## config.mk

```make
export PLATFORM = sky130hd
export DESIGN_NAME = usbepc_endpoint
export DESIGN_NICKNAME = d
export VERILOG_FILES = /design/src/usbepc_pkg.sv /design/src/usbepc_fifo.sv /design/src/usbepc_endpoint.sv
export SDC_FILE = /design/constraint.sdc
export NUM_CORES = 1
export LEC_CHECK = 0
export ABC_CLOCK_PERIOD_IN_PS = 10000
export BUFFER_PORTS_ARGS = -buffer_cell sky130_fd_sc_hd__buf_2
export CORE_MARGIN = 2
export CORE_UTILIZATION = 56
export CTS_CLUSTER_DIAMETER = 40
export DETAILED_ROUTE_END_ITERATION = 7
export PLACE_DENSITY = 0.73
export SLEW_MARGIN = 20
export SYNTH_ARGS = -nofsm -noshare
export SYNTH_HDL_FRONTEND = slang
export SYNTH_SLANG_ARGS = --single-unit
```

## constraint.sdc

```tcl
create_clock -name i_sys_clk -period 10 [get_ports i_sys_clk]
set_clock_uncertainty 0.05 [all_clocks]
set_input_delay 2 -clock i_sys_clk [delete_from_list [all_inputs] [get_ports i_sys_clk]]
set_output_delay 2 -clock i_sys_clk [all_outputs]
set_load 0.1 [all_outputs]
```

## src/usbepc_pkg.sv

```systemverilog
// usbepc_pkg: shared constants and types for the endpoint control block
`default_nettype none
package usbepc_pkg;
  localparam logic [31:0] RXC_ADDR    = 32'h5000186e;
  localparam logic [31:0] EPC_ADDR    = 32'h50001870;
  localparam logic [31:0] TXD_ADDR    = 32'h50001872;
  localparam logic [15:0] REG_RESET   = 16'h0000;
  localparam int          RXC_RX_EN   = 0;
  localparam int          RXC_IGN     = 2;
  localparam int          RXC_FLUSH   = 3;
  localparam int          RXC_WARN_LO = 5;
  localparam int          RXC_WARN_HI = 6;
  localparam int          EPC_NUM_HI  = 3;
  localparam int          EPC_EN      = 4;
  localparam int          EPC_ISO     = 5;
  localparam int          EPC_STALL   = 7;
  localparam int          FIFO_DEPTH  = 64;
  localparam int          WARN_FREE1  = 4;
  localparam int          WARN_FREE2  = 8;
  localparam int          WARN_FREE3  = 16;
  localparam int          SETUP_BYTES = 8;
  localparam logic [7:0]  PID_DATA0   = 8'hc3;
  localparam logic [7:0]  PID_DATA1   = 8'h4b;
  localparam logic [15:0] CRC_INIT    = 16'hffff;
  localparam logic [15:0] CRC_POLY    = 16'ha001;

  typedef enum logic [1:0] {TOK_OUT, TOK_IN, TOK_SETUP, TOK_SOF} usbepc_tok_e;
  typedef enum logic [1:0] {HS_ACK, HS_NAK, HS_STALL} usbepc_hs_e;
  typedef enum logic [1:0] {RX_IDLE, RX_RECV, RX_DISCARD} usbepc_rx_e;
  typedef enum logic [2:0] {TX_IDLE, TX_PID, TX_DATA, TX_CRC_LO, TX_CRC_HI} usbepc_tx_e;

  typedef struct packed {
    logic        valid;
    usbepc_tok_e pid;
    logic [6:0]  addr;
    logic [3:0]  ep;
  } usbepc_tok_s;

  typedef struct packed {
    logic        wr;
    logic        rd;
    logic [31:0] addr;
    logic [15:0] wdata;
  } usbepc_reg_s;

  // one byte of the reflected crc16 update
  function automatic logic [15:0] usbepc_crc_byte(input logic [15:0] crc, input logic [7:0] b);
    logic [15:0] c;
    c = crc ^ {8'h00, b};
    for (int i = 0; i < 8; i++) begin
      c = c[0] ? ((c >> 1) ^ CRC_POLY) : (c >> 1);
    end
    return c;
  endfunction : usbepc_crc_byte
endpackage : usbepc_pkg
`default_nettype wire

```

## src/usbepc_fifo.sv

```systemverilog
// usbepc_fifo: byte fifo with flush, count and fall-through head
`default_nettype none
module usbepc_fifo #(
  parameter int WIDTH = 8,
  parameter int DEPTH = usbepc_pkg::FIFO_DEPTH,
  parameter int CW    = $clog2(DEPTH + 1)
) (
  input  wire logic             i_sys_clk,
  input  wire logic             i_reset,
  input  wire logic             i_flush,
  input  wire logic             i_push,
  input  wire logic [WIDTH-1:0] i_data,
  input  wire logic             i_pop,
  output logic      [WIDTH-1:0] o_head,
  output logic      [CW-1:0]    o_count,
  output logic                  o_full,
  output logic                  o_empty
);
  localparam int AW = $clog2(DEPTH);
  logic [WIDTH-1:0] mem [DEPTH];
  logic [AW-1:0]    wr_q;
  logic [AW-1:0]    rd_q;
  logic [CW-1:0]    cnt_q;
  wire              do_push = i_push && !o_full;
  wire              do_pop  = i_pop && !o_empty;

  assign o_count = cnt_q;
  assign o_full  = cnt_q == CW'(DEPTH);
  assign o_empty = cnt_q == '0;
  assign o_head  = mem[rd_q];

  always_ff @(posedge i_sys_clk) begin
    if (do_push) begin
      mem[wr_q] <= i_data;
    end
  end

  always_ff @(posedge i_sys_clk) begin
    if (i_reset || i_flush) begin
      wr_q  <= '0;
      rd_q  <= '0;
      cnt_q <= '0;
    end else begin
      wr_q  <= do_push ? wr_q + AW'(1) : wr_q;
      rd_q  <= do_pop ? rd_q + AW'(1) : rd_q;
      cnt_q <= cnt_q + CW'(do_push) - CW'(do_pop);
    end
  end

  chk_fifo_flush_empty: assert property (@(posedge i_sys_clk) disable iff (i_reset)
    i_flush |=> o_empty && wr_q == rd_q) else $error("fifo not empty after flush");
  chk_fifo_count_bound: assert property (@(posedge i_sys_clk) disable iff (i_reset)
    cnt_q <= CW'(DEPTH)) else $error("fifo count above depth");
endmodule : usbepc_fifo
`default_nettype wire

```

## src/usbepc_endpoint.sv

```systemverilog
// usbepc_endpoint: endpoint control, configuration and fifo data registers
// Behaviour
// - warn limit field 6:5 picks threshold: off, under 5, under 9, under 17 free
// - free receive bytes at or below threshold sets the receive warning flag
// - writing flush bit 3 empties receive fifo, idles the receive state machine, resets pointers
// - flush requested during an ongoing reception waits until reception ends
// - ignore bit 2 set makes the endpoint disregard setup tokens to it
// - reception disarms after each received packet and after stalling an out token
// - setup packets are accepted whatever the receive enable bit says
// - back-to-back setup without other tokens between is dropped but acknowledged
// - setup refused for any other reason gets no handshake at all
// - stall bit 7 stalls in tokens and out tokens on an enabled endpoint
// - the stall bit never produces a stall answer to a setup token
// - iso bit 5 suppresses nak for empty transmit or full receive fifo
// - enable bit 4 matches endpoint number together with the function address
// - with enable bit clear the endpoint answers no token at all
// - bits 3:0 hold the endpoint number used for token matching
// - transmitter adds the data pid and crc16 around the payload itself
// - in test mode the transmit data register is readable from the core bus
// - receiver strips pid and crc16, so the fifo holds only payload bytes
// - media error on reception is flagged; firmware then flushes the fifo
`default_nettype none
module usbepc_endpoint #(
  parameter int RX_DEPTH = usbepc_pkg::FIFO_DEPTH,
  parameter int TX_DEPTH = usbepc_pkg::FIFO_DEPTH,
  parameter int RCW      = $clog2(RX_DEPTH + 1)
) (
  input  wire logic                     i_sys_clk,
  input  wire logic                     i_reset,
  input  wire usbepc_pkg::usbepc_reg_s i_reg,
  output logic [15:0]                   o_reg_rdata,
  input  wire logic                     i_test_mode,
  input  wire logic [6:0]               i_function_address,
  input  wire usbepc_pkg::usbepc_tok_s i_tok,
  input  wire logic                     i_rx_valid,
  input  wire logic [7:0]               i_rx_byte,
  input  wire logic                     i_rx_eop,
  input  wire logic                     i_rx_err,
  output logic                          o_hs_valid,
  output usbepc_pkg::usbepc_hs_e        o_hs_code,
  input  wire logic                     i_tx_ready,
  output logic                          o_tx_valid,
  output logic [7:0]                    o_tx_byte,
  output logic                          o_tx_last,
  input  wire logic                     i_rx_fifo_pop,
  output logic [7:0]                    o_rx_fifo_byte,
  output logic                          o_rx_fifo_empty,
  output logic [RCW-1:0]                o_rx_free_count,
  input  wire logic                     i_rx_warn_clear,
  output logic                          o_rx_warn_flag,
  output logic                          o_rx_media_err
);
  localparam int TCW = $clog2(TX_DEPTH + 1);

  usbepc_pkg::usbepc_rx_e rx_state_q;
  usbepc_pkg::usbepc_tx_e tx_state_q;
  usbepc_pkg::usbepc_hs_e hs_code_q;
  usbepc_pkg::usbepc_hs_e disc_code_q;
  logic        rx_en_q, ign_q, flush_pend_q, stall_q, iso_q, ep_en_q;
  logic [1:0]  warn_lim_q;
  logic [3:0]  ep_num_q;
  logic        setup_seen_q, disc_hs_q, rx_bad_q, media_err_q, warn_q;
  logic        hs_valid_q, toggle_q;
  logic [1:0]  rx_n_q;
  logic [7:0]  hold0_q, hold1_q, tx_byte_q;
  logic [15:0] crc_q, rdata_q;
  logic [RCW-1:0] rx_count;
  logic [TCW-1:0] tx_count;
  logic [7:0]  tx_head;
  logic        rx_full, tx_empty, tx_full;

  // register decode
  wire sel_rxc = i_reg.addr == usbepc_pkg::RXC_ADDR;
  wire sel_epc = i_reg.addr == usbepc_pkg::EPC_ADDR;
  wire sel_txd = i_reg.addr == usbepc_pkg::TXD_ADDR;
  wire wr_rxc  = i_reg.wr && sel_rxc;
  wire wr_epc  = i_reg.wr && sel_epc;
  wire wr_txd  = i_reg.wr && sel_txd;
  wire test_rd = i_reg.rd && sel_txd && i_test_mode;

  // token decisions
  wire tok_match  = i_tok.valid && ep_en_q && i_tok.addr == i_function_address
                    && i_tok.ep == ep_num_q;
  wire tok_go     = tok_match && rx_state_q == usbepc_pkg::RX_IDLE
                    && tx_state_q == usbepc_pkg::TX_IDLE && !flush_pend_q;
  wire is_setup   = i_tok.pid == usbepc_pkg::TOK_SETUP;
  wire is_in      = i_tok.pid == usbepc_pkg::TOK_IN;
  wire is_out     = i_tok.pid == usbepc_pkg::TOK_OUT;
  wire setup_take = tok_go && is_setup && !ign_q;
  wire setup_room = o_rx_free_count >= RCW'(usbepc_pkg::SETUP_BYTES);
  wire out_take   = tok_go && is_out && !stall_q;
  wire rx_start   = (setup_take && !setup_seen_q && setup_room)
                    || (out_take && rx_en_q && !rx_full);
  wire rx_drop    = (setup_take && !rx_start) || (out_take && !rx_start);
  wire drop_hs    = setup_take ? setup_seen_q : !iso_q;
  wire stall_hit  = tok_go && stall_q && (is_in || is_out);
  wire in_nak     = tok_go && is_in && !stall_q && tx_empty && !iso_q;
  wire tx_start   = tok_go && is_in && !stall_q && !tx_empty;

  // receive path
  wire rx_recv  = rx_state_q == usbepc_pkg::RX_RECV;
  wire rx_end   = rx_recv && i_rx_eop;
  wire rx_good  = rx_end && !i_rx_err && !rx_bad_q;
  wire rx_push  = rx_recv && i_rx_valid && rx_n_q == 2'h3;
  wire rx_flush = flush_pend_q && !rx_recv;
  wire disc_end = rx_state_q == usbepc_pkg::RX_DISCARD && i_rx_eop;

  // handshake selection
  wire hs_valid_d = stall_hit || in_nak || (rx_good && !iso_q) || (disc_end && disc_hs_q);
  usbepc_pkg::usbepc_hs_e hs_code_d;
  assign hs_code_d = stall_hit ? usbepc_pkg::HS_STALL :
                     in_nak    ? usbepc_pkg::HS_NAK :
                     rx_good   ? usbepc_pkg::HS_ACK : disc_code_q;

  // warning threshold
  logic [RCW-1:0] warn_thr;
  assign warn_thr = (warn_lim_q == 2'h1) ? RCW'(usbepc_pkg::WARN_FREE1) :
                    (warn_lim_q == 2'h2) ? RCW'(usbepc_pkg::WARN_FREE2) :
                                           RCW'(usbepc_pkg::WARN_FREE3);
  wire warn_hit = warn_lim_q != 2'h0 && o_rx_free_count <= warn_thr;

  // transmit path
  wire        tx_hs     = o_tx_valid && i_tx_ready;
  wire        tx_in_pay = tx_state_q == usbepc_pkg::TX_PID || tx_state_q == usbepc_pkg::TX_DATA;
  wire        tx_pop    = (tx_hs && tx_in_pay && !tx_empty) || test_rd;
  wire [15:0] crc_next  = usbepc_pkg::usbepc_crc_byte(crc_q, tx_head);
  wire [15:0] crc_fin   = ~crc_q;

  // read data
  wire [15:0] rxc_val = {9'h000, warn_lim_q, 1'b0, flush_pend_q, ign_q, 1'b0, rx_en_q};
  wire [15:0] epc_val = {8'h00, stall_q, 1'b0, iso_q, ep_en_q, ep_num_q};
  wire [15:0] txd_val = i_test_mode ? {8'h00, tx_head} : 16'h0000;
  wire [15:0] rdata_d = sel_rxc ? rxc_val : sel_epc ? epc_val : sel_txd ? txd_val : 16'h0000;

  assign o_reg_rdata     = rdata_q;
  assign o_hs_valid      = hs_valid_q;
  assign o_hs_code       = hs_code_q;
  assign o_tx_valid      = tx_state_q != usbepc_pkg::TX_IDLE;
  assign o_tx_byte       = tx_byte_q;
  assign o_tx_last       = tx_state_q == usbepc_pkg::TX_CRC_HI;
  assign o_rx_free_count = RCW'(RX_DEPTH) - rx_count;
  assign o_rx_warn_flag  = warn_q;
  assign o_rx_media_err  = media_err_q;

  usbepc_fifo #(.WIDTH(8), .DEPTH(RX_DEPTH)) u_rx_fifo (
    .i_sys_clk (i_sys_clk),
    .i_reset   (i_reset),
    .i_flush   (rx_flush),
    .i_push    (rx_push),
    .i_data    (hold0_q),
    .i_pop     (i_rx_fifo_pop),
    .o_head    (o_rx_fifo_byte),
    .o_count   (rx_count),
    .o_full    (rx_full),
    .o_empty   (o_rx_fifo_empty)
  );

  usbepc_fifo #(.WIDTH(8), .DEPTH(TX_DEPTH)) u_tx_fifo (
    .i_sys_clk (i_sys_clk),
    .i_reset   (i_reset),
    .i_flush   (1'b0),
    .i_push    (wr_txd),
    .i_data    (i_reg.wdata[7:0]),
    .i_pop     (tx_pop),
    .o_head    (tx_head),
    .o_count   (tx_count),
    .o_full    (tx_full),
    .o_empty   (tx_empty)
  );

  // configuration and control fields
  always_ff @(posedge i_sys_clk) begin
    if (i_reset) begin
      {warn_lim_q, ign_q} <= '0;
      {stall_q, iso_q, ep_en_q, ep_num_q} <= '0;
    end else begin
      if (wr_rxc) begin
        warn_lim_q <= i_reg.wdata[usbepc_pkg::RXC_WARN_HI:usbepc_pkg::RXC_WARN_LO];
        ign_q      <= i_reg.wdata[usbepc_pkg::RXC_IGN];
      end
      if (wr_epc) begin
        stall_q  <= i_reg.wdata[usbepc_pkg::EPC_STALL];
        iso_q    <= i_reg.wdata[usbepc_pkg::EPC_ISO];
        ep_en_q  <= i_reg.wdata[usbepc_pkg::EPC_EN];
        ep_num_q <= i_reg.wdata[usbepc_pkg::EPC_NUM_HI:0];
      end
    end
  end

  // receive enable, flush request and sticky flags
  always_ff @(posedge i_sys_clk) begin
    if (i_reset) begin
      {rx_en_q, flush_pend_q, media_err_q, warn_q} <= '0;
    end else begin
      if (wr_rxc) begin
        rx_en_q <= i_reg.wdata[usbepc_pkg::RXC_RX_EN];
      end else if (rx_end || (stall_hit && is_out)) begin
        rx_en_q <= 1'b0;
      end
      flush_pend_q <= (wr_rxc && i_reg.wdata[usbepc_pkg::RXC_FLUSH]) || (flush_pend_q && !rx_flush);
      media_err_q  <= (rx_end && i_rx_err) || (media_err_q && !rx_flush);
      warn_q       <= warn_hit || (warn_q && !i_rx_warn_clear);
    end
  end

  // receive state machine
  always_ff @(posedge i_sys_clk) begin
    if (i_reset || rx_flush) begin
      rx_state_q   <= usbepc_pkg::RX_IDLE;
      setup_seen_q <= 1'b0;
      {disc_hs_q, rx_bad_q, rx_n_q} <= '0;
      disc_code_q  <= usbepc_pkg::HS_ACK;
    end else begin
      case (rx_state_q)
        usbepc_pkg::RX_IDLE: begin
          rx_n_q   <= '0;
          rx_bad_q <= 1'b0;
          if (tok_go && (is_in || is_out)) begin
            setup_seen_q <= 1'b0;
          end
          if (rx_start) begin
            rx_state_q <= usbepc_pkg::RX_RECV;
            if (setup_take) begin
              setup_seen_q <= 1'b1;
            end
          end else if (rx_drop) begin
            rx_state_q  <= usbepc_pkg::RX_DISCARD;
            disc_hs_q   <= drop_hs;
            disc_code_q <= setup_take ? usbepc_pkg::HS_ACK : usbepc_pkg::HS_NAK;
          end
        end
        usbepc_pkg::RX_RECV: begin
          if (i_rx_valid) begin
            rx_n_q  <= (rx_n_q == 2'h3) ? rx_n_q : rx_n_q + 2'h1;
            hold0_q <= (rx_n_q == 2'h1 || rx_n_q == 2'h3) ? (rx_n_q == 2'h1 ? i_rx_byte : hold1_q) : hold0_q;
            hold1_q <= (rx_n_q >= 2'h2) ? i_rx_byte : hold1_q;
            rx_bad_q <= rx_bad_q || (rx_push && rx_full);
          end
          if (i_rx_eop) begin
            rx_state_q <= usbepc_pkg::RX_IDLE;
          end
        end
        usbepc_pkg::RX_DISCARD: begin
          if (i_rx_eop) begin
            rx_state_q <= usbepc_pkg::RX_IDLE;
          end
        end
        default: rx_state_q <= usbepc_pkg::RX_IDLE;
      endcase
    end
  end

  // handshake and read data
  always_ff @(posedge i_sys_clk) begin
    if (i_reset) begin
      hs_valid_q <= 1'b0;
      hs_code_q  <= usbepc_pkg::HS_ACK;
      rdata_q    <= usbepc_pkg::REG_RESET;
    end else begin
      hs_valid_q <= hs_valid_d;
      hs_code_q  <= hs_valid_d ? hs_code_d : hs_code_q;
      rdata_q    <= i_reg.rd ? rdata_d : rdata_q;
    end
  end

  // transmit state machine
  always_ff @(posedge i_sys_clk) begin
    if (i_reset) begin
      tx_state_q <= usbepc_pkg::TX_IDLE;
      tx_byte_q  <= '0;
      crc_q      <= usbepc_pkg::CRC_INIT;
      toggle_q   <= 1'b0;
    end else begin
      case (tx_state_q)
        usbepc_pkg::TX_IDLE: begin
          if (tx_start) begin
            tx_state_q <= usbepc_pkg::TX_PID;
            tx_byte_q  <= toggle_q ? usbepc_pkg::PID_DATA1 : usbepc_pkg::PID_DATA0;
            crc_q      <= usbepc_pkg::CRC_INIT;
          end
        end
        usbepc_pkg::TX_PID, usbepc_pkg::TX_DATA: begin
          if (tx_hs && !tx_empty) begin
            tx_state_q <= usbepc_pkg::TX_DATA;
            tx_byte_q  <= tx_head;
            crc_q      <= crc_next;
          end else if (tx_hs) begin
            tx_state_q <= usbepc_pkg::TX_CRC_LO;
            tx_byte_q  <= crc_fin[7:0];
          end
        end
        usbepc_pkg::TX_CRC_LO: begin
          if (tx_hs) begin
            tx_state_q <= usbepc_pkg::TX_CRC_HI;
            tx_byte_q  <= crc_fin[15:8];
          end
        end
        usbepc_pkg::TX_CRC_HI: begin
          if (tx_hs) begin
            tx_state_q <= usbepc_pkg::TX_IDLE;
            toggle_q   <= !toggle_q;
          end
        end
        default: tx_state_q <= usbepc_pkg::TX_IDLE;
      endcase
    end
  end

  chk_warn_level_one: assert property (@(posedge i_sys_clk) disable iff (i_reset)
    (warn_lim_q == 2'h1 && o_rx_free_count <= RCW'(4)) |=> o_rx_warn_flag)
    else $error("warn flag missed at limit one");
  chk_warn_off_quiet: assert property (@(posedge i_sys_clk) disable iff (i_reset)
    (warn_lim_q == 2'h0 && !o_rx_warn_flag) |=> !o_rx_warn_flag)
    else $error("warn flag set while disabled");
  chk_flush_empties: assert property (@(posedge i_sys_clk) disable iff (i_reset)
    rx_flush |=> o_rx_fifo_empty && rx_state_q == usbepc_pkg::RX_IDLE && !flush_pend_q)
    else $error("flush left data or state");
  chk_flush_waits: assert property (@(posedge i_sys_clk) disable iff (i_reset)
    (flush_pend_q && rx_recv) |-> !rx_flush)
    else $error("flush during reception");
  chk_setup_ignored: assert property (@(posedge i_sys_clk) disable iff (i_reset)
    (tok_go && is_setup && ign_q) |=> rx_state_q == usbepc_pkg::RX_IDLE && !o_hs_valid)
    else $error("ignored setup was handled");
  chk_rx_disarm: assert property (@(posedge i_sys_clk) disable iff (i_reset)
    (rx_end && !wr_rxc) |=> !rx_en_q)
    else $error("receive stayed armed after packet");
  chk_setup_no_enable: assert property (@(posedge i_sys_clk) disable iff (i_reset)
    (setup_take && !rx_en_q && !setup_seen_q && setup_room) |=> rx_recv)
    else $error("setup refused while disarmed");
  chk_b2b_setup_ack: assert property (@(posedge i_sys_clk) disable iff (i_reset)
    (setup_take && setup_seen_q) |=> rx_state_q == usbepc_pkg::RX_DISCARD && disc_hs_q
    && disc_code_q == usbepc_pkg::HS_ACK)
    else $error("back to back setup not acknowledged");
  chk_stall_in: assert property (@(posedge i_sys_clk) disable iff (i_reset)
    (tok_go && is_in && stall_q) |=> o_hs_valid && o_hs_code == usbepc_pkg::HS_STALL)
    else $error("in token not stalled");
  chk_setup_no_stall: assert property (@(posedge i_sys_clk) disable iff (i_reset)
    (tok_go && is_setup && stall_q) |=> !o_hs_valid)
    else $error("setup answered by stall");
  chk_iso_no_nak: assert property (@(posedge i_sys_clk) disable iff (i_reset)
    (o_hs_valid && $past(iso_q)) |-> o_hs_code != usbepc_pkg::HS_NAK)
    else $error("nak sent on iso endpoint");
  chk_disabled_quiet: assert property (@(posedge i_sys_clk) disable iff (i_reset)
    (i_tok.valid && !ep_en_q && !o_tx_valid) |=> !o_tx_valid)
    else $error("disabled endpoint answered");
  chk_tx_pid_first: assert property (@(posedge i_sys_clk) disable iff (i_reset)
    (tx_state_q == usbepc_pkg::TX_IDLE ##1 o_tx_valid)
    |-> (o_tx_byte == usbepc_pkg::PID_DATA0 || o_tx_byte == usbepc_pkg::PID_DATA1))
    else $error("packet did not start with data pid");
endmodule : usbepc_endpoint
`default_nettype wire

```

==> impl_metrics.json, run 1 <==
{
  "status": "complete, no violations",
  "layout_worst_path_cycle_share_pct": 66.2,
  "use_met1_pct": 33.8,
  "clk_latency_ns": 0.75,
  "wire_per_inst_microns": 26.9,
  "worstPathRequired_ns": 7.95,
  "critical-path-slowest-cell": "dfxtp_4",
  "hold_buffers": 0,
  "n_antenna_cell": 0,
  "p_sw_share_pct": 25.0,
  "crit_fanout": 69,
  "final_common_cell": "edfxtp_1",
  "slew-limit-headroom_pct": 25.5,
  "grt_max_degree": 92,
  "vias": 23749,
  "postRouteWirelength_mm": 102,
  "worst-setup-path-type": "register to output port",
  "io_pins": 135,
  "synth_seq_cells": 1151,
  "cts_sinks": 1151,
  "cp_common_cell": "mux4_2",
  "numCtsBuffers": 137,
  "setup_violations": 0,
  "p_seq_share_pct": 46.0,
  "cts_tree": "done",
  "gp_congestion": 0.864,
  "dieHeight_microns": 291,
  "cp-start-kind": "register",
  "grt_pass1_vias": 24498,
  "layout-drive-gt1-share_pct": 25.2,
  "final_cell_mix": "edfxtp_1, mux4_2, nor2_1",
  "cp_cell_sequence": "buf_4 > mux4_2 > mux4_2 > mux4_2 > buf_2",
  "antenna_found_initial": 0,
  "drv_slew": 0,
  "post-place-ws_ns": 3.93,
  "hp-start": "o_hs_code[1]$_SDFFE_PP0P_",
  "placementRows": 105,
  "dp_hpwl_mm": 60.9,
  "clk_path_buf_depth": 3,
  "htree_levels": 4,
  "async_flop_share_pct": 0,
  "overflow": 0,
  "synthDistinctLibCells": 88,
  "maxCapViolations": 0,
  "syn_inst": 2445,
  "io_buffers": 118,
  "p_comb_share_pct": 10.6,
  "initial_utilization_pct": 56.4,
  "worstPathArrival_ns": 4.57,
  "cts.clk_slew.worst_paths_ns": 0.06,
  "grt_pass1_wl_mm": 153,
  "die_area_sq_um": 84800,
  "dp.cells": 3532,
  "drt_iter0_drc": 2678,
  "critPathBufInv": 2,
  "antenna_left": 0,
  "finalNetCount": 2729,
  "period_needed_ns": 6.62,
  "cp_slowest_stage_delay_ns": 1.01,
  "drc": 0,
  "use_met3_pct": 5.33,
  "groute.usage.overall_pct": 24.2,
  "finalNonFillerCells": 3781,
  "worstReg2RegEnd": "crc_q[15]$_SDFFE_PP1P_",
  "p_leak_nw": 16.4,
  "final_util_pct": 64.0,
  "p_clk_share_pct": 43.4,
  "postCtsSetupBuffers": 0,
  "power.internal_mw": 8.64,
  "rsz0062_at_grt": "false",
  "yosys_warnings": 0,
  "use_met2_pct": 38.2,
  "hold_violations": 0,
  "switchingPower_mw": 2.88,
  "ys.flop_type": "edfxtp_1",
  "powerDensity_nw_per_um2": 220,
  "end_kind": "output port",
  "synth-edff-count": 1040,
  "ir_worst_vdd_uv": 198,
  "layout_setup_ws_ns": 3.38,
  "vias_per_cell": 6.28,
  "syn_avg_cell_area_sq_um": 18.9,
  "cpLargestDelayFamily": "multiplexers",
  "hp-class": "register to register",
  "worst_pin_slew_ns": 1.12,
  "max_freq_ghz": 0.151,
  "setup_tns_ns": 0,
  "die_width_microns": 291,
  "holdPathStages": 2,
  "cts_resized": 0,
  "core_sq_um": 81800,
  "r2r_slack_ns": 5.16,
  "finalPower_mw": 11.5,
  "top_usage_layer": "met2",
  "cts_root_buffer": "clkbuf_16",
  "drtPass1Iterations": 6,
  "ys_seq_area_share_pct": 72.5,
  "syn2layout_area_growth_pct": 13.4,
  "synth_area_sq_um": 46200,
  "whs_endpoint": "o_hs_code[1]$_SDFFE_PP0P_",
  "r2r_cells": 10
}
registers in the layout, summed over array words and instances (netlist names), 7 cells and up, named ones only:
register           cells
u_tx_fifo.o_count      7
o_tx_byte              8
hold1_q                8
u_tx_fifo.mem        512
u_rx_fifo.mem        512
o_reg_rdata            8
hold0_q                8
crc_q                 16
u_rx_fifo.o_count      7
metrics by stage:
| stage | area [sq um] | hold WS (ns) |
|---|---|---|
| final | 52400 | 0.430 |
| after global routing | 52400 | 0.456 |
| after CTS | 52400 | 0.433 |
| after detailed placement | 47700 | 0.418 |
| after global placement | 47700 | 0.413 |
| after floorplan | 46200 | 0.400 |
metal layers:
metal	routed length, microns	vias to the layer above
met5	0	-
met4	3020	0
met3	8980	211
met2	49600	1217
met1	40000	12209
li1	-	10112
layout make-up:
cell class,instances,area (sq um)
clock buffer,172,3630
clock inverter,77,1050
fill,5342,29500
inverter,40,150
multi-input combinational,1128,11900
sequential,1151,33500
tap,1070,1340
timing repair buffer,143,812
worst reg2reg max path, stage by stage (launching register included):
cell	delay, ns
dfxtp_4	0.77
buf_12	0.60
mux4_2	0.69
a22oi_1	0.29
a21oi_1	0.16
a31oi_1	0.52
o32ai_2	0.39
xor3_1	0.49
xor3_2	0.45
xnor2_1	0.21
a21oi_1	0.09
cell usage after synthesis, types with 4 or more instances:
master / number / area share, %
inv_1: 38 / 0.31
a221oi_1: 11 / 0.21
or3b_2: 5 / 0.095
xnor2_1: 37 / 0.70
nand2_1: 61 / 0.50
dfxtp_1: 111 / 4.8
nor2b_1: 26 / 0.35
and2_1: 9 / 0.12
o221ai_1: 6 / 0.11
mux4_2: 285 / 14
nand4b_1: 4 / 0.076
a32oi_1: 5 / 0.095
buf_4: 14 / 0.23
mux2i_1: 61 / 1.3
clkbuf_1: 71 / 0.58
or3_1: 9 / 0.12
buf_1: 22 / 0.18
xor2_1: 23 / 0.44
buf_2: 14 / 0.15
a211oi_1: 10 / 0.16
nor2_1: 241 / 2.0
o21bai_1: 4 / 0.065
ha_1: 38 / 1.0
o21ai_0: 17 / 0.18
a22oi_1: 20 / 0.33
nand4_1: 13 / 0.18
o211ai_1: 4 / 0.065
o21ai_1: 6 / 0.065
nor3_1: 18 / 0.20
edfxtp_1: 1040 / 68
or2_2: 5 / 0.068
a21oi_1: 47 / 0.51
mux2_2: 10 / 0.24
nor4_1: 4 / 0.054
nand3_1: 31 / 0.34
nand2b_1: 20 / 0.27
o22ai_1: 15 / 0.20
nand3b_1: 10 / 0.16
buf_6: 6 / 0.15
power by group through the flow:
stage	clock [mW]	sequential (mW)	combinational [mW]
floorplan	0	5.34	0.982
global placement	0	5.40	1.19
detailed placement	0	5.41	1.22
CTS	5.05	5.31	1.23
global route	5.25	5.31	1.28
finish	5.00	5.30	1.22
cells by family (layout without fill, tap and decap cells):
| group | Yosys count | in the layout | share of synthesized area (%) |
|---|---|---|---|
| DFF | 1151 | 1151 | 72.5 |
| and+or+nand+nor | 471 | 471 | 4.75 |
| muxes | 358 | 358 | 15.5 |
| AOI/OAI and AO/OA | 183 | 183 | 2.78 |
| buffers and inverters | 173 | 432 | 1.82 |
| xor gates and xnor gates | 68 | 68 | 1.55 |
| adders and majority gates | 40 | 40 | 1.12 |
| other | 1 | 8 | 0.00812 |
worst max path at each step:
stage | startpoint | end | slack, ns | depth (start not counted)
final | register | o_rx_fifo_byte[0] | 3.38 | 5
after global routing | register | o_rx_fifo_byte[0] | 3.19 | 5
after CTS | register | o_rx_fifo_byte[7] | 3.11 | 5
after detailed placement | register | o_rx_fifo_byte[7] | 3.93 | 5
after global placement | register | o_rx_fifo_byte[7] | 3.92 | 5
after floorplan | register | o_rx_fifo_byte[0] | 4.83 | 5
No activity file was read; power rests on OpenSTA's default activity.
==> run 2: changes to the inputs <==
ABC_CLOCK_PERIOD_IN_PS = 6050   (was 10000)
PLACE_DENSITY = 0.76   (was 0.73)
clock period = 6.05 ns   (was 10 ns; I/O delays follow)
==> run 2 against run 1 <==
  * Critical path depth unchanged
  * Power up 60%
  * Largest power group unchanged
  * Combinational power up 75%
  * Clock power rose by 52%
  * Global-route usage increased by 0.66 points
  * Sequential share of layout area rose by 0.44 points
  * Final cell count fell by 0.11%
  * Setup slack lost 2.4 ns
  * Via count rose by 2.2%
==> impl_metrics.json, run 2 (synthesis results as in run 1) <==
{
  "cts_root_buffer": "clkbuf_16",
  "cp_common_cell": "mux4_2",
  "layout_setup_ws_ns": 0.987,
  "crit_fanout": 36,
  "grt_pass1_vias": 24791,
  "hp-class": "register to register",
  "powerDensity_nw_per_um2": 354,
  "initial_utilization_pct": 56.4,
  "clk_path_buf_depth": 3,
  "status": "complete, no violations",
  "drtPass1Iterations": 5,
  "wire_per_inst_microns": 27.8,
  "drt_iter0_drc": 2988,
  "numCtsBuffers": 120,
  "cp_slowest_stage_delay_ns": 0.73,
  "antenna_found_initial": 1,
  "setup_violations": 0,
  "holdWs_ns": 0.426,
  "dieHeight_microns": 291,
  "worstPathArrival_ns": 3.80,
  "largestRegisters": "u_rx_fifo.mem: 512 flops, u_tx_fifo.mem: 512 flops, crc_q: 16 flops",
  "gp_congestion": 0.864,
  "worstPathRequired_ns": 4.79,
  "ir_worst_vdd_uv": 308,
  "final_cell_mix": "edfxtp_1, mux4_2, nor2_1",
  "p_comb_share_pct": 11.6,
  "io_buffers": 118,
  "p_leak_nw": 16.3,
  "layout-drive-gt1-share_pct": 25.5,
  "grt_pass1_wl_mm": 157,
  "htree_levels": 3,
  "vias_per_cell": 6.43,
  "fill_cells": 5288,
  "clk_latency_ns": 0.72,
  "io_pins": 135,
  "cts_resized": 0,
  "drv_slew": 0,
  "cp_cell_sequence": "buf_4 > mux4_2 > mux4_2 > mux4_2 > buf_2",
  "dpl_cell_area_sq_um": 47900,
  "finalNonFillerCells": 3777,
  "cts_tree": "done",
  "postRouteWirelength_mm": 105,
  "cpLargestDelayFamily": "multiplexers",
  "groute.usage.overall_pct": 24.9,
  "dp_hpwl_mm": 61.5,
  "grt_max_degree": 67,
  "slew-limit-headroom_pct": 27.9,
  "worst_pin_slew_ns": 1.08,
  "drc": 0,
  "maxCapViolations": 0,
  "core_sq_um": 81800,
  "die_width_microns": 291,
  "antenna_left": 0,
  "overflow": 0,
  "final_util_pct": 63.6,
  "vias": 24279,
  "switchingPower_mw": 4.56,
  "postCtsSetupBuffers": 0,
  "hold_violations": 0,
  "rsz0062_at_grt": "false",
  "finalPower_mw": 18.4,
  "power.internal_mw": 13.9,
  "post-route-cell-area_sq_um": 52000,
  "end_kind": "output port",
  "cts_sinks": 1151,
  "post-place-ws_ns": 0.980,
  "critical-path-slowest-cell": "dfxtp_4",
  "period_needed_ns": 5.06,
  "p_seq_share_pct": 47.2,
  "cts.clk_slew.worst_paths_ns": 0.06,
  "max_freq_ghz": 0.198,
  "p_sw_share_pct": 24.8,
  "r2r_slack_ns": 1.53,
  "placementRows": 105,
  "layout_worst_path_cycle_share_pct": 83.7,
  "finalNetCount": 2732,
  "cp-start-kind": "register",
  "critPathBufInv": 2,
  "die_area_sq_um": 84800,
  "worst-setup-path-type": "register to output port",
  "hold_buffers": 0,
  "dp.cells": 3552,
  "p_clk_share_pct": 41.2,
  "final_common_cell": "edfxtp_1",
  "setup_tns_ns": 0,
  "syn2layout_area_growth_pct": 12.7
}
==> run 2: power groups by stage <==
stage / logic [mW] / clock network (mW) / registers, mW
6_report: 2.13 / 7.59 / 8.69
5_1_grt: 2.25 / 7.95 / 8.69
4_1_cts: 2.15 / 7.64 / 8.69
3_3_place_gp: 2.09 / 0 / 8.86
2_1_floorplan: 1.62 / 0 / 8.83
3_5_place_dp: 2.13 / 0 / 8.86
==> run 2: worst reg2reg max path, cell delays in order (launching register included) <==
cell and delay [ns]:
dfxtp_4 0.99, buf_12 0.37, mux4_2 0.57, a22oi_1 0.23
a21oi_1 0.15, a31oi_1 0.43, o32ai_2 0.34, xor3_1 0.50
xor3_2 0.46, xnor2_1 0.15, a21oi_1 0.19
==> run 2: layout make-up <==
type / count / area [sq um] / area share (%)
sequential: 1151 / 33500 / 64.3
multi-input combinational: 1128 / 11900 / 22.9
clock buffer: 138 / 3140 / 6.04
tap: 1070 / 1340 / 2.57
clock inverter: 86 / 997 / 1.92
timing repair buffer: 163 / 996 / 1.91
inverter: 40 / 150 / 0.289
antenna: 1 / 2.50 / 0.00481
==> run 2: final timing paths <==
check | cells past startpoint | endpoint | startpoint
max | 5 | o_rx_fifo_byte[5] | register
min | 2 | o_rx_warn_flag$_SDFF_PP0_ | o_rx_warn_flag$_SDFF_PP0_
max reg2reg | 10 | crc_q[15]$_SDFFE_PP1P_ | register
min reg2reg | 2 | o_rx_warn_flag$_SDFF_PP0_ | o_rx_warn_flag$_SDFF_PP0_
==> run 2: metal layers <==
metal	vias up	wire [microns]	global-route usage (%)
li1	10123	-	-
met1	12559	40400	34.6
met2	1382	51300	39.7
met3	213	10600	5.70
met4	2	2900	7.65
met5	-	13	0
